File: config.mk
export PLATFORM = sky130hd
export DESIGN_NAME = lkec_control
export DESIGN_NICKNAME = d
export VERILOG_FILES = /design/src/hdl/lkec_control.v /design/src/hdl/lkec_edge.v
export VERILOG_INCLUDE_DIRS = /design/src /design/src/common
export SDC_FILE = /design/constraint.sdc
export NUM_CORES = 1
export LEC_CHECK = 0
export BUFFER_PORTS_ARGS = -buffer_cell sky130_fd_sc_hd__buf_2
export CAP_MARGIN = 25
export CORE_ASPECT_RATIO = 2
export CORE_MARGIN = 4
export CORE_UTILIZATION = 52
export CTS_CLUSTER_DIAMETER = 120
export DETAILED_ROUTE_END_ITERATION = 8
export PLACE_DENSITY = 0.9
export SYNTH_ARGS = -nofsm -noshare
export SYNTH_HDL_FRONTEND = slang
export SYNTH_HIERARCHICAL = 1
export SYNTH_SLANG_ARGS = --single-unit
File: constraint.sdc
create_clock -name clk -period 4.51 [get_ports clk]
set_clock_uncertainty 0.15 [all_clocks]
set_input_delay 0.6765 -clock clk [delete_from_list [all_inputs] [get_ports clk]]
set_output_delay 0.6765 -clock clk [all_outputs]
set_load 0.01 [all_outputs]
File: src/common/lkec_defs.vh
`ifndef LKEC_DEFS_VH
`define LKEC_DEFS_VH
// ==========================================
// Register byte addresses in the operational space
`define LKEC_OFS_CONTROL 12'h100
`define LKEC_OFS_INPUT 12'h104
`define LKEC_OFS_OUTPUT 12'h108
`define LKEC_OFS_STATUS 12'h10c
// ==========================================
// Control register fields
`define LKEC_CTL_EE 0
`define LKEC_CTL_EI 1
`define LKEC_CTL_CP 2
`define LKEC_CTL_IRQ_GEN 3
`define LKEC_CTL_EXT_ROUTE 4
`define LKEC_CTL_A20_SEQ 5
`define LKEC_CTL_KBD_SEEN 6
`define LKEC_CTL_MOUSE_SEEN 7
`define LKEC_CTL_A20_STATE 8
`define LKEC_CTL_RESET 32'h0000_0000
// ==========================================
// Status register fields
`define LKEC_ST_TX_LOADED 0
`define LKEC_ST_RX_LOADED 1
`define LKEC_ST_CMD_DATA 3
`define LKEC_ST_AUX_LOADED 5
`define LKEC_ST_RESET 8'h00
// ==========================================
// Emulated I/O ports and commands
`define LKEC_IO_DATA_PORT 16'h0060
`define LKEC_IO_CMD_PORT 16'h0064
`define LKEC_CMD_A20_WRITE 8'hd1
`define LKEC_A20_DATA_BIT 1
`endif

File: src/hdl/lkec_control.v
// Notes on behaviour
// - Bit 8 holds gate A20 state, read and write.
// - With A20 sequence active, next port 60H data is compared to bit 8.
// - Bit 5 set on D1H written to 64H, cleared by other 64H writes.
// - Bit 7 set on mouse line rising edge; write 1 clears it.
// - Bit 6 set on keyboard line rising edge; write 1 clears it.
// - Bit 4 routes controller interrupts to emulation interrupt, ignoring bit 0.
// - Bit 3 with output full drives keyboard or mouse IRQ by aux flag.
// - Bit 2 with bit 0 set raises emulation interrupt while output full is 0.
// - Bit 1 shows emulation interrupt, read only.
// - Bit 0 enables decode of ports 60H and 64H.
// - Legacy IRQ outputs only asserted with emulation enabled.
// - Emulation interrupt raised when host port activity needs service.
// - Port 60H read returns output register, then clears output full.
// - Port 60H write, unless absorbed as A20 data, loads input, sets input full, clears command flag.
// - Port 64H write loads input, sets command flag, clears input full.
// - Port 64H read returns status with no side effect.
`include "lkec_defs.vh"
module lkec_control (
  clk,
  resetn,
  reg_addr,
  reg_wr,
  reg_rd,
  reg_wdata,
  reg_rdata,
  io_addr,
  io_wr,
  io_rd,
  io_wdata,
  io_rdata,
  io_hit,
  kbc_kbd_irq,
  kbc_mouse_irq,
  keyboard_irq_line,
  mouse_irq_line,
  emulation_irq
);
  input wire clk;
  input wire resetn;
  input wire [11:0] reg_addr;
  input wire reg_wr;
  input wire reg_rd;
  input wire [31:0] reg_wdata;
  output reg [31:0] reg_rdata;
  input wire [15:0] io_addr;
  input wire io_wr;
  input wire io_rd;
  input wire [7:0] io_wdata;
  output reg [7:0] io_rdata;
  output wire io_hit;
  input wire kbc_kbd_irq;
  input wire kbc_mouse_irq;
  output reg keyboard_irq_line;
  output reg mouse_irq_line;
  output reg emulation_irq;

  // ==========================================
  // State
  reg gate_a20_state_r;
  reg mouse_irq_seen_r;
  reg kbd_irq_seen_r;
  reg gate_a20_sequence_active_r;
  reg external_irq_route_enable_r;
  reg legacy_irq_generate_enable_r;
  reg char_pending_r;
  reg emulation_enable_r;
  reg [7:0] legacy_input_reg_r;
  reg [7:0] legacy_output_reg_r;
  reg [7:0] legacy_status_reg_r;
  reg [7:0] status_nxt;
  reg a20_seq_nxt;

  wire [1:0] rise;
  wire ctl_wr = reg_wr && (reg_addr == `LKEC_OFS_CONTROL);
  wire in_wr = reg_wr && (reg_addr == `LKEC_OFS_INPUT);
  wire out_wr = reg_wr && (reg_addr == `LKEC_OFS_OUTPUT);
  wire st_wr = reg_wr && (reg_addr == `LKEC_OFS_STATUS);

  wire dec_60 = emulation_enable_r && (io_addr == `LKEC_IO_DATA_PORT);
  wire dec_64 = emulation_enable_r && (io_addr == `LKEC_IO_CMD_PORT);
  assign io_hit = (io_wr || io_rd) && (dec_60 || dec_64);

  wire wr_60 = io_wr && dec_60;
  wire wr_64 = io_wr && dec_64;
  wire rd_60 = io_rd && dec_60;

  // A20 data matching the held state is absorbed by hardware
  wire a20_match = gate_a20_sequence_active_r &&
                   (io_wdata[`LKEC_A20_DATA_BIT] == gate_a20_state_r);
  wire wr_60_trap = wr_60 && !a20_match;

  lkec_edge #(
    .W(2)
  ) u_edge (
    .clk(clk),
    .resetn(resetn),
    .level_in({kbc_mouse_irq, kbc_kbd_irq}),
    .rise(rise)
  );

  wire tx_loaded = legacy_status_reg_r[`LKEC_ST_TX_LOADED];
  wire aux_loaded = legacy_status_reg_r[`LKEC_ST_AUX_LOADED];

  // ==========================================
  // Emulation interrupt condition
  // Routing works even with emulation off
  wire ext_term = external_irq_route_enable_r && (kbd_irq_seen_r || mouse_irq_seen_r);
  // Character pending waits for an empty output buffer
  wire cp_term = char_pending_r && !tx_loaded;
  // Trapped port 60H writes need the emulation software
  wire svc_term = emulation_enable_r && legacy_status_reg_r[`LKEC_ST_RX_LOADED];
  wire emu_cond = ext_term || (emulation_enable_r && cp_term) || svc_term;

  // ==========================================
  // Status and sequence next values
  always @*
  begin
    status_nxt = st_wr ? reg_wdata[7:0] : legacy_status_reg_r;
    a20_seq_nxt = (ctl_wr ? reg_wdata[`LKEC_CTL_A20_SEQ] : gate_a20_sequence_active_r);
    // Reading data empties the output buffer
    if (rd_60)
      status_nxt[`LKEC_ST_TX_LOADED] = 1'b0;
    // Data write marks input full and data
    if (wr_60_trap)
    begin
      status_nxt[`LKEC_ST_RX_LOADED] = 1'b1;
      status_nxt[`LKEC_ST_CMD_DATA] = 1'b0;
    end
    // Command write sets command flag, input full to 0
    if (wr_64)
    begin
      status_nxt[`LKEC_ST_RX_LOADED] = 1'b0;
      status_nxt[`LKEC_ST_CMD_DATA] = 1'b1;
    end
    // Sequence tracks the last command byte; a port 60H write ends it
    if (wr_64)
      a20_seq_nxt = (io_wdata == `LKEC_CMD_A20_WRITE);
    else if (wr_60)
      a20_seq_nxt = 1'b0;
  end

  // ==========================================
  // Registers
  always @(posedge clk or negedge resetn)
  begin
    if (!resetn)
    begin
      gate_a20_state_r <= 1'b0;
      mouse_irq_seen_r <= 1'b0;
      kbd_irq_seen_r <= 1'b0;
      gate_a20_sequence_active_r <= 1'b0;
      external_irq_route_enable_r <= 1'b0;
      legacy_irq_generate_enable_r <= 1'b0;
      char_pending_r <= 1'b0;
      emulation_enable_r <= 1'b0;
      legacy_input_reg_r <= 8'h00;
      legacy_output_reg_r <= 8'h00;
      legacy_status_reg_r <= `LKEC_ST_RESET;
      emulation_irq <= 1'b0;
      keyboard_irq_line <= 1'b0;
      mouse_irq_line <= 1'b0;
      reg_rdata <= 32'h0000_0000;
      io_rdata <= 8'h00;
    end
    else
    begin
      if (ctl_wr)
      begin
        gate_a20_state_r <= reg_wdata[`LKEC_CTL_A20_STATE];
        external_irq_route_enable_r <= reg_wdata[`LKEC_CTL_EXT_ROUTE];
        legacy_irq_generate_enable_r <= reg_wdata[`LKEC_CTL_IRQ_GEN];
        char_pending_r <= reg_wdata[`LKEC_CTL_CP];
        emulation_enable_r <= reg_wdata[`LKEC_CTL_EE];
      end
      gate_a20_sequence_active_r <= a20_seq_nxt;
      // Mouse edge sets, write 1 clears, edge wins
      if (rise[1])
        mouse_irq_seen_r <= 1'b1;
      else if (ctl_wr && reg_wdata[`LKEC_CTL_MOUSE_SEEN])
        mouse_irq_seen_r <= 1'b0;
      // Keyboard edge sets, write 1 clears, edge wins
      if (rise[0])
        kbd_irq_seen_r <= 1'b1;
      else if (ctl_wr && reg_wdata[`LKEC_CTL_KBD_SEEN])
        kbd_irq_seen_r <= 1'b0;
      // Host writes override a same-cycle software write of the input
      if (wr_60_trap || wr_64)
        legacy_input_reg_r <= io_wdata;
      else if (in_wr)
        legacy_input_reg_r <= reg_wdata[7:0];
      if (out_wr)
        legacy_output_reg_r <= reg_wdata[7:0];
      legacy_status_reg_r <= status_nxt;
      // Registered copy of the live condition
      emulation_irq <= emu_cond;
      // IRQ choice follows the aux flag
      keyboard_irq_line <= emulation_enable_r && legacy_irq_generate_enable_r &&
                           tx_loaded && !aux_loaded;
      mouse_irq_line <= emulation_enable_r && legacy_irq_generate_enable_r &&
                        tx_loaded && aux_loaded;
      // Status read has no side effect
      if (io_rd && dec_64)
        io_rdata <= legacy_status_reg_r;
      else if (rd_60)
        io_rdata <= legacy_output_reg_r;
      if (reg_rd)
      begin
        case (reg_addr)
          `LKEC_OFS_CONTROL: reg_rdata <= {23'h0, gate_a20_state_r, mouse_irq_seen_r,
            kbd_irq_seen_r, gate_a20_sequence_active_r, external_irq_route_enable_r,
            legacy_irq_generate_enable_r, char_pending_r, emulation_irq, emulation_enable_r};
          `LKEC_OFS_INPUT: reg_rdata <= {24'h000000, legacy_input_reg_r};
          `LKEC_OFS_OUTPUT: reg_rdata <= {24'h000000, legacy_output_reg_r};
          `LKEC_OFS_STATUS: reg_rdata <= {24'h000000, legacy_status_reg_r};
          default: reg_rdata <= 32'h0000_0000;
        endcase
      end
    end
  end
endmodule // lkec_control

File: src/hdl/lkec_edge.v
// ==========================================
// Rising edge detector for the controller interrupt lines
module lkec_edge #(
  parameter W = 2
) (
  clk,
  resetn,
  level_in,
  rise
);
  input wire clk;
  input wire resetn;
  input wire [W-1:0] level_in;
  output wire [W-1:0] rise;

  reg [W-1:0] prev_r;

  always @(posedge clk or negedge resetn)
  begin
    if (!resetn)
      prev_r <= {W{1'b0}};
    else
      prev_r <= level_in;
  end

  // A line already high at reset release counts as a rising edge
  assign rise = level_in & ~prev_r;
endmodule // lkec_edge

-- Word level (Yosys, flattened, before mapping)
Index checks and enable logic that the tools add are counted.
- output and inout port bits: 44
- flip-flop bits (word level): 77
- word-level logic and storage cells: 86
- bits of input ports: 76
- reductions and logical operators: 39
- equal/unequal tests: 8
- bitwise logic cells: 2
- muxes and demuxes: 18
- operator list (kind ; number):
    == test 12 x 9 -> 1 bit, second input constant ; 4
    case mux 9 bit (4 select lines) ; 1
    == test 16 x 7 -> 1 bit, second input constant ; 2
    2-to-1 mux 8 bit ; 4
    logical AND 1 bit ; 23
    2-to-1 mux 1 bit ; 12
    nonzero test 2 bit ; 5
    == test 8 bit, second input constant ; 1
    logical OR 1 bit ; 6
    nonzero test 3 bit ; 2
    2-to-1 mux 4 bit ; 1
    zero test 1 bit ; 3
    AND 2 bit ; 1
    NOT 2 bit ; 1
    == test 1 bit ; 1

-- Depth between registers and ports, before layout
Gate-level depths: netlist of run 1.
- word-level depth: 6
- mapped depth: 6
- mapped depth without buffers: 4

-- Hierarchy
Netlist of run 1, hierarchy kept.
- by module, submodules not included (module ; instances ; cells each ; area each (um^2) ; seq. area each (um^2)):
    lkec_control ; 1 ; 220 ; 2808.9 ; 1301.2
    lkec_edge ; 1 ; 4 ; 77.6 ; 50.0

-- Worst setup path before layout of run 1
OpenSTA, ideal clock, no wires.
- path type: in2reg
- from: input port io_addr[10]
- to: register legacy_input_reg_r[0]
- arrival: 1.929 ns
- path buffers: 0
- data required time: 4.235 ns
- slack: 2.307 ns
- stages on the path: 4
- setup time: 0.125 ns
- path through: nor4_4 > nand4_2 > a311oi_4 > mux2_2
- cells in the longest elaborated chain, start to end: 6
- elaborated cells between the ends (all ways): 10
- classes of those cells: eq/ne (2); mux (1); reduce/logical (7)
- ends and longest elaborated chain (item ; RTL line ; RTL):
    start: declaration ; lkec_control.v:46 ; input wire [15:0] io_addr;
    == test 16 x 7 -> 1 bit (no line) ; n/a ;
    logical AND 1 bit ; lkec_control.v:80 ; wire dec_60 = emulation_enable_r && (io_addr == `LKEC_IO_DATA_PORT);
    logical AND 1 bit ; lkec_control.v:84 ; wire wr_60 = io_wr && dec_60;
    logical AND 1 bit ; lkec_control.v:91 ; wire wr_60_trap = wr_60 && !a20_match;
    logical OR 1 bit * ; lkec_control.v:188 ; if (wr_60_trap || wr_64)
    2-to-1 mux 8 bit / nonzero test 2 bit (equally long branches) ; n/a ;
    end signal: assignment ; lkec_control.v:189 ; legacy_input_reg_r <= io_wdata;
    end signal: assignment ; lkec_control.v:191 ; legacy_input_reg_r <= reg_wdata[7:0];
    end: declaration ; lkec_control.v:68 ; reg [7:0] legacy_input_reg_r;
Every way passes the cells marked *; elsewhere a longest branch is shown, timed or not.
A chain may end at the register's enable or synchronous reset.

-- Final worst setup path of run 1
- from: input port io_addr[10]
- to: output port io_hit
- cells in the longest elaborated chain, start to end: 4
- elaborated cells between the ends (all ways): 6
- classes of those cells: eq/ne (2); reduce/logical (4)
- ends and longest elaborated chain (item ; RTL line ; RTL):
    == test 16 x 7 -> 1 bit (no line) ; n/a ;
    logical AND 1 bit, on equally long branches ; lkec_control.v:80, lkec_control.v:81 ;
    logical OR 1 bit * ; lkec_control.v:82 ; assign io_hit = (io_wr || io_rd) && (dec_60 || dec_64);
    logical AND 1 bit * ; lkec_control.v:82 ;
    end: declaration ; lkec_control.v:51 ; output wire io_hit;
Marked as above.

==> results of run 1 <==
[report_power, final]
group / internal, uW / switching, uW / leakage (uW)
Combinational: 30.8 / 46.6 / 0.000931
Clock: 141 / 159 / 0.0000544
Sequential: 486 / 1.86 / 0.000734
[cells by family (layout without fill, tap and decap cells)]
group,after synthesis,count (layout),share of synthesized area
muxes,62,62,0.271
DFF,54,54,0.468
buffers and inverters,49,102,0.0954
and+or+nand+nor,39,39,0.114
AOI/OAI and AO/OA,18,18,0.0472
other,1,23,0.00130
xor gates and xnor gates,1,1,0.00303
[critical path, delay by kind of cell]
family                 cells  cell delay, ns
and+or+nand+nor            3            0.64
buffers and inverters      2            0.27
[state kept, by name (all words and copies together), names as in the netlist, 2 cells and up]
signal               count
legacy_output_reg_r      8
u_edge/prev_r            2
reg_rdata                9
io_rdata                 8
legacy_status_reg_r      8
legacy_input_reg_r       8
[path summary, 6_finish.rpt]
| kind | start | endpoint | slack (ns) | cells past startpoint |
|---|---|---|---|---|
| max | io_addr[10] | io_hit | 2.09 | 5 |
| min | resetn | io_rdata[5]$_DFFE_PN0P_ | 0.32 | 2 |
| max reg2reg | emulation_enable_r$_DFFE_PN0P_ | legacy_input_reg_r[6]$_DFFE_PN0P_ | 2.43 | 4 |
| min reg2reg | io_rdata[3]$_DFFE_PN0P_ | io_rdata[3]$_DFFE_PN0P_ | 0.36 | 1 |
| max in group asynchronous | resetn | legacy_output_reg_r[6]$_DFFE_PN0P_ | 3.41 | 2 |
| min in group clk | kbc_mouse_irq | u_edge/prev_r[1]$_DFF_PN0_ | 0.33 | 1 |
[final cells by class]
class,count,area [sq um],share of cell area
Sequential cell,54,1350,0.407
Inverter,20,75.1,0.0226
Timing Repair Buffer,74,373,0.112
Clock inverter,1,8.76,0.00264
Tap cell,60,75.1,0.0226
Clock buffer,7,96.3,0.0290
Multi-Input combinational cell,143,1340,0.404
[per-layer routing]
| layer | vias to the layer above | global-route usage | part of all wire |
|---|---|---|---|
| met2 | 85 | 0.345 | 0.56 |
| met1 | 989 | 0.226 | 0.36 |
| li1 | 904 | - | - |
| met4 | 0 | 0.0781 | 0.024 |
| met5 | - | 0 | 0 |
| met3 | 12 | 0.0445 | 0.063 |
[per-stage QoR]
stage	setup WS [ns]	utilization	hold slack, ns	area, sq um
6_report	2.09	0.613	0.321	3320
5_1_grt	2.00	0.613	0.309	3320
4_1_cts	2.09	0.613	0.321	3320
3_5_place_dp	1.94	0.593	0.343	3220
3_3_place_gp	1.94	0.593	0.325	3220
2_1_floorplan	2.31	-	0.231	2970
[synthesized netlist by cell type (2+ instances only)]
cell type / number
clkbuf_1: 2
nand4_2: 2
mux4_2: 8
nor4_4: 2
nor2_1: 6
nand3_1: 3
dfrtp_1: 54
nand2_1: 8
o21ai_0: 3
nor2b_1: 2
and4_1: 2
buf_4: 23
buf_2: 4
nor2b_4: 2
mux2_2: 50
and2_1: 2
mux2i_1: 4
inv_1: 20
o22ai_1: 9
a21o_1: 2
==> results.toml, run 1 <==
[run_status]
status = "complete, no violations"

[synth]
ys_seq_elements = 54
yosysWarnings = 6
yosys_most_used_dff = "dfrtp_1"
synthesis.area_sq_um = 2890
synth_cell_types = 36
synth_area_leaders = "dfrtp_1, mux2_2, mux4_2"
synth_enable_flop_cells = 0
synth-seq-area-share = 0.468
syn_inst = 224
synth.top_cell.area_share = 0.468
syn_area_per_cell_sq_um = 12.9
ys_async_sr_fraction = 1.00
synth_top_area_cell = "dfrtp_1"

[sta]
fin_crit_sh = 0.537
tns_ns = 0
tightest_slew_ns = 0.692
hold_viol = 0
post-route-min-period_ns = 2.42
slew_viol_final = 0
final-setup-viol-count = 0
relSlewSlack = 0.539
rsz0062_at_grt = "no"
max_freq_ghz = 0.413

[clocking]
cts_tree = "built"
hold_buffers = 0
post-cts-setup-buffer-count = 0
clockBufferDepth = 2
cts_resized = 0
clk_latency_ns = 0.31
cts-buffers-inserted = 5
cts_max_level = 2
clk_pin_slew_ns = 0.09
cts.sinks = 54
cts-root-buf = "clkbuf_8"

[grt]
grt_pass1_wl_um = 10100
grt_overflow = 0
grt_antenna_before_repair = 0
grt_max_degree = 55
grt_usage = 0.198
grt_pass1_vias = 2119

[floorplanning]
fp.dieW_um = 60.7
dieArea_sq_um = 6880
num_rows = 38
initial_core_util = 0.533
io_pins = 120
coreArea_sq_um = 5420
die_y_um = 113

[run]
maxCapViolCount = 0

[finish]
fill_cells = 466
diodes = 0
synthToLayoutAreaGrowth_pct = 15.1
fin_nets = 374
final_cell_mix = "buf_2, dfrtp_1, mux2_2"
final_cells = 359
drive_gt1_frac = 0.515
layout_commonest_cell = "buf_2"

[detailed_routing]
wire_per_inst_um = 17.6
route.detailed.drc = 0
via_per_inst = 5.54
ant_nets = 0
drt-initial-drc-count = 24
vias = 1990
totalWireLength_um = 6300
drtPass1Iterations = 4

[placement]
portBuffers = 73
place_congestion = 0.827
placed_cells = 351
dp_hpwl_um = 4940

[power_and_ir_drop]
ir_worst_vdd_mv = 0.260
power.density_nw_per_um2 = 261
p_leak_uw = 0.00172
power_uw = 865

[setup_path]
worstPathRequired_ns = 3.68
critPathMaxFanout = 2
cpMostUsedCell = "buf_2"
crit_arrival_ns = 1.59
crit_path_end_kind = "primary output"
crit_type = "in2out"
crit_path_cell_trace = "buf_2 > nor4_4 > nand4_2 > nor2_1 > buf_2"
slowest_delay_ns = 0.29
start_kind = "input port"
cp_slowest_cell = "nor4_4"

[min_path]
holdCritPathClass = "in2async"
Note: power is estimated with default switching activity, not from simulation.
==> run 2, diff against run 1 <==
CORE_UTILIZATION = 48   (was 52)
PLACE_DENSITY = 0.84   (was 0.9)
clock period = 2.4 ns   (was 4.51 ns; I/O delays follow)
==> run 2 against run 1 <==
- routed wire length about the same
- highest routed layer unchanged
- critical path type is now reg2reg
- sequential power rose by 88%
- sequential share of layout area down 1.2 points
==> results.toml, run 2 (synthesis results as in run 1) <==
[run_status]
status = "complete, no violations"

[detailed_routing]
ant_nets = 0
drtPass1Iterations = 4
route.detailed.drc = 0
via_per_inst = 5.35
wire_per_inst_um = 17.2
drt-initial-drc-count = 49
vias = 1957
totalWireLength_um = 6310

[finish]
fin_nets = 380
drive_gt1_frac = 0.518
max_flop_register = "reg_rdata"
largest_reg_flops = 9
final_cells = 366
synthToLayoutAreaGrowth_pct = 18.7
final_cell_mix = "buf_2, dfrtp_1, mux2_2"
diodes = 0
fill_cells = 489
layout_commonest_cell = "buf_2"

[clocking]
cts_resized = 0
cts_tree = "built"
clk_latency_ns = 0.30
cts-buffers-inserted = 5
cts_max_level = 2
cts-root-buf = "clkbuf_16"
cts.sinks = 54
clockBufferDepth = 2
clk_pin_slew_ns = 0.06

[sta]
fin_crit_sh = 0.804
max_freq_ghz = 0.518
hold_viol = 0
slew_viol_final = 0
tns_ns = 0
rsz0062_at_grt = "no"
post-route-min-period_ns = 1.93
relSlewSlack = 0.590
tightest_slew_ns = 0.615
final-setup-viol-count = 0
whs_ns = 0.0314

[setup_path]
critPathMaxFanout = 6
crit_type = "reg2reg"
crit_arrival_ns = 1.96
worstPathRequired_ns = 2.43
cpLargestDelayFamily = "simple AND/OR/NAND/NOR gates"
cp_slowest_cell = "a311oi_4"
crit_path_cell_trace = "and4bb_2 > nand4_2 > a311oi_4 > buf_4 > mux2_2"
start_kind = "register"
slowest_delay_ns = 0.37
reg2reg_depth = 5
crit_path_end_kind = "register"
crit_cells = 5
crit_buf_inv = 1

[power_and_ir_drop]
p_leak_uw = 0.00177
ir_worst_vdd_mv = 0.563
power.density_nw_per_um2 = 524

[floorplanning]
die_y_um = 118
io_pins = 120
num_rows = 39
dieArea_sq_um = 7390
initial_core_util = 0.501
coreArea_sq_um = 5760
fp.dieW_um = 62.8

[grt]
grt_pass1_wl_um = 10000
grt_pass1_vias = 2165
grt_overflow = 0
grt_usage = 0.177
grt_antenna_before_repair = 0
grt_max_degree = 30

[placement]
dp_hpwl_um = 5080
portBuffers = 73
placed_cells = 357
place_congestion = 0.837

[min_path]
holdCritPathClass = "in2reg"
hold_depth = 1

[run]
maxCapViolCount = 0
run 2: cell types whose count changed in the layout (fill, tap and decap cells not counted), sizes merged:
cell / delta
dlygate4sd3: +1
buf: +5
run 2: timing repair:
item,CTS,global route
hold endpoints to repair,25,0
buffers inserted,0,0
hold buffers,1,0
run 2: final cells by class:
type / instances / area, sq um / share of cell area
multi-input combinational: 143 / 1340 / 0.392
clock buffer: 7 / 143 / 0.0416
timing repair buffer: 80 / 433 / 0.126
tap: 61 / 76.3 / 0.0223
clock inverter: 1 / 5.00 / 0.00146
sequential: 54 / 1350 / 0.394
inverter: 20 / 75.1 / 0.0219
run 2: worst paths after layout:
path	start	end	slack, ns
max	emulation_enable_r$_DFFE_PN0P_	legacy_input_reg_r[1]$_DFFE_PN0P_	0.47
max reg2reg	emulation_enable_r$_DFFE_PN0P_	legacy_input_reg_r[1]$_DFFE_PN0P_	0.47
min in group asynchronous	resetn	mouse_irq_line$_DFF_PN0_	0.46
min	kbc_kbd_irq	u_edge/prev_r[0]$_DFF_PN0_	0.03
min reg2reg	io_rdata[5]$_DFFE_PN0P_	io_rdata[5]$_DFFE_PN0P_	0.35
max in group asynchronous	resetn	io_rdata[4]$_DFFE_PN0P_	1.07
run 2: power by group:
group          total [uW]  switching (uW)  internal (uW)
clock network         724             310            414
registers             917            3.10            914
logic                 153            89.5           63.4
total                1790             403           1390
run 2: stage by stage:
stage,setup WS (ns),utilization,cell area [sq um],total power [uW]
finish,0.471,0.595,3430,1790
detailed placement,0.199,0.568,3270,1090
global route,0.408,0.595,3430,1860
floorplan,0.513,-,2970,1020
global placement,0.227,0.568,3270,1080
CTS,0.459,0.595,3430,1820
run 2: metal layers:
| layer | global-route usage | share of wire | up-vias |
|---|---|---|---|
| li1 | - | - | 914 |
| met1 | 0.170 | 0.35 | 938 |
| met2 | 0.338 | 0.56 | 94 |
| met3 | 0.0430 | 0.065 | 11 |
| met4 | 0.0899 | 0.024 | 0 |
| met5 | 0 | 0 | - |
==> run 3, diff against run 2 <==
clock period = 2 ns   (was 2.4 ns; I/O delays follow)
==> run 3 against run 2 <==
- first-iteration DRC count is 18% higher
- sequential share of layout area is 0.96 points lower
- non-clock buffer count is 7 higher
- sequential power is 20% higher
- global-route usage is 0.64 points higher
- total power is 20% higher
- cell count is 2.2% higher
- routed wire length is 2.9% higher
- critical path depth stayed put
- core utilization is 1.5 points higher
- via count is 3.8% higher
- critical endpoint unchanged
- largest cell class unchanged
- highest routed layer unchanged
==> results.toml, run 3 (synthesis results as in run 1) <==
[floorplanning]
fp.dieW_um = 62.8
io_pins = 120
num_rows = 39
dieArea_sq_um = 7390
initial_core_util = 0.501
coreArea_sq_um = 5760
die_y_um = 118

[power_and_ir_drop]
p_leak_uw = 0.00182
ir_worst_vdd_mv = 0.736
power.density_nw_per_um2 = 615

[grt]
grt_antenna_before_repair = 1
grt_overflow = 0
grt_max_degree = 55
grt_usage = 0.184
grt_pass1_vias = 2206
grt_pass1_wl_um = 10500

[clocking]
hold_buffers = 3
cts_max_level = 2
post-cts-setup-buffer-count = 0
cts.sinks = 54
cts-buffers-inserted = 5
cts-root-buf = "clkbuf_16"
cts_resized = 0
clk_latency_ns = 0.29
clockBufferDepth = 2
clk_pin_slew_ns = 0.07
cts_tree = "built"

[finish]
layout_commonest_cell = "buf_2"
final_util = 0.610
final_area_sq_um = 3510
largest_reg_flops = 9
final_cell_mix = "buf_2, dfrtp_1, mux2_2"
drive_gt1_frac = 0.522
max_flop_register = "reg_rdata"
fin_nets = 387
fill_cells = 493
synthToLayoutAreaGrowth_pct = 21.6

[setup_path]
crit_buf_inv = 1
crit_type = "reg2reg"
crit_arrival_ns = 1.90
start_kind = "register"
worstPathRequired_ns = 2.03
slowest_delay_ns = 0.36
critPathMaxFanout = 6
crit_path_cell_trace = "and4bb_2 > nand4_2 > a311oi_4 > buf_4 > mux2_2"
crit_path_end_kind = "register"
cp_slowest_cell = "dfrtp_1"
cpLargestDelayFamily = "simple AND/OR/NAND/NOR gates"

[sta]
whs_ns = 0.0786
rsz0062_at_grt = "no"
tns_ns = 0
max_freq_ghz = 0.536
post-route-min-period_ns = 1.87
final-setup-viol-count = 0
hold_viol = 0
slew_viol_final = 0
fin_crit_sh = 0.933

[placement]
place_congestion = 0.844
portBuffers = 73
dpl_cell_area_sq_um = 3330
dp_hpwl_um = 5130

[detailed_routing]
vias = 2032
via_per_inst = 5.43
drtPass1Iterations = 4
drt-initial-drc-count = 58
ant_nets = 0
totalWireLength_um = 6490
route.detailed.drc = 0
wire_per_inst_um = 17.4

[run]
maxCapViolCount = 0

[run_status]
status = "complete, no violations"

[min_path]
holdCritPathClass = "in2reg"
run 3: layer usage:
metal  vias up  part of all wire  track usage
li1        926                 -            -
met1      1006              0.34        0.180
met2        88              0.57        0.344
met4         0             0.022        0.101
met3        12             0.064       0.0411
met5         -                 0            0
run 3: worst paths after layout:
check,start,to,slack [ns],cells after the start
setup reg to reg,emulation_enable_r$_DFFE_PN0P_,legacy_input_reg_r[1]$_DFFE_PN0P_,0.13,5
setup / recovery,emulation_enable_r$_DFFE_PN0P_,legacy_input_reg_r[1]$_DFFE_PN0P_,0.13,5
hold reg to reg,legacy_status_reg_r[5]$_DFFE_PN0P_,keyboard_irq_line$_DFF_PN0_,0.32,1
min in group asynchronous,resetn,legacy_status_reg_r[3]$_DFFE_PN0P_,0.40,3
hold / removal,io_rd,legacy_status_reg_r[0]$_DFFE_PN0P_,0.08,2
max in group asynchronous,resetn,legacy_status_reg_r[7]$_DFFE_PN0P_,1.05,3
run 3: layout make-up:
class | instances | area, sq um | share of cell area
tap | 61 | 76.3 | 0.0217
clock inverter | 1 | 5.00 | 0.00143
timing repair buffer | 87 | 515 | 0.147
sequential | 54 | 1350 | 0.385
antenna | 1 | 2.50 | 0.000713
inverter | 20 | 75.1 | 0.0214
clock buffer | 7 | 143 | 0.0406
multi-input combinational | 143 | 1340 | 0.382
run 3: worst reg2reg max path: cells and delay by family, from the launching register on:
| kind | cells | cell delay (ns) |
|---|---|---|
| AND/OR/NAND/NOR | 2 | 0.38 |
| buffers and inverters | 1 | 0.21 |
| flip-flops | 1 | 0.36 |
| multiplexers | 1 | 0.34 |
| AO/OA/AOI/OAI | 1 | 0.32 |
run 3: metrics by stage:
step | cells | total power, uW | worst slack (ns)
after floorplan | 246 | 1230 | 0.173
after global placement | 362 | 1300 | -0.107
after detailed placement | 362 | 1310 | -0.128
after CTS | 373 | 2180 | 0.130
after global routing | 374 | 2240 | 0.0625
final | 374 | 2160 | 0.133
run 3: power breakdown:
group	switching, uW	internal [uW]
clock network	371	497
registers	3.93	1100
logic	110	80.9
total	484	1670
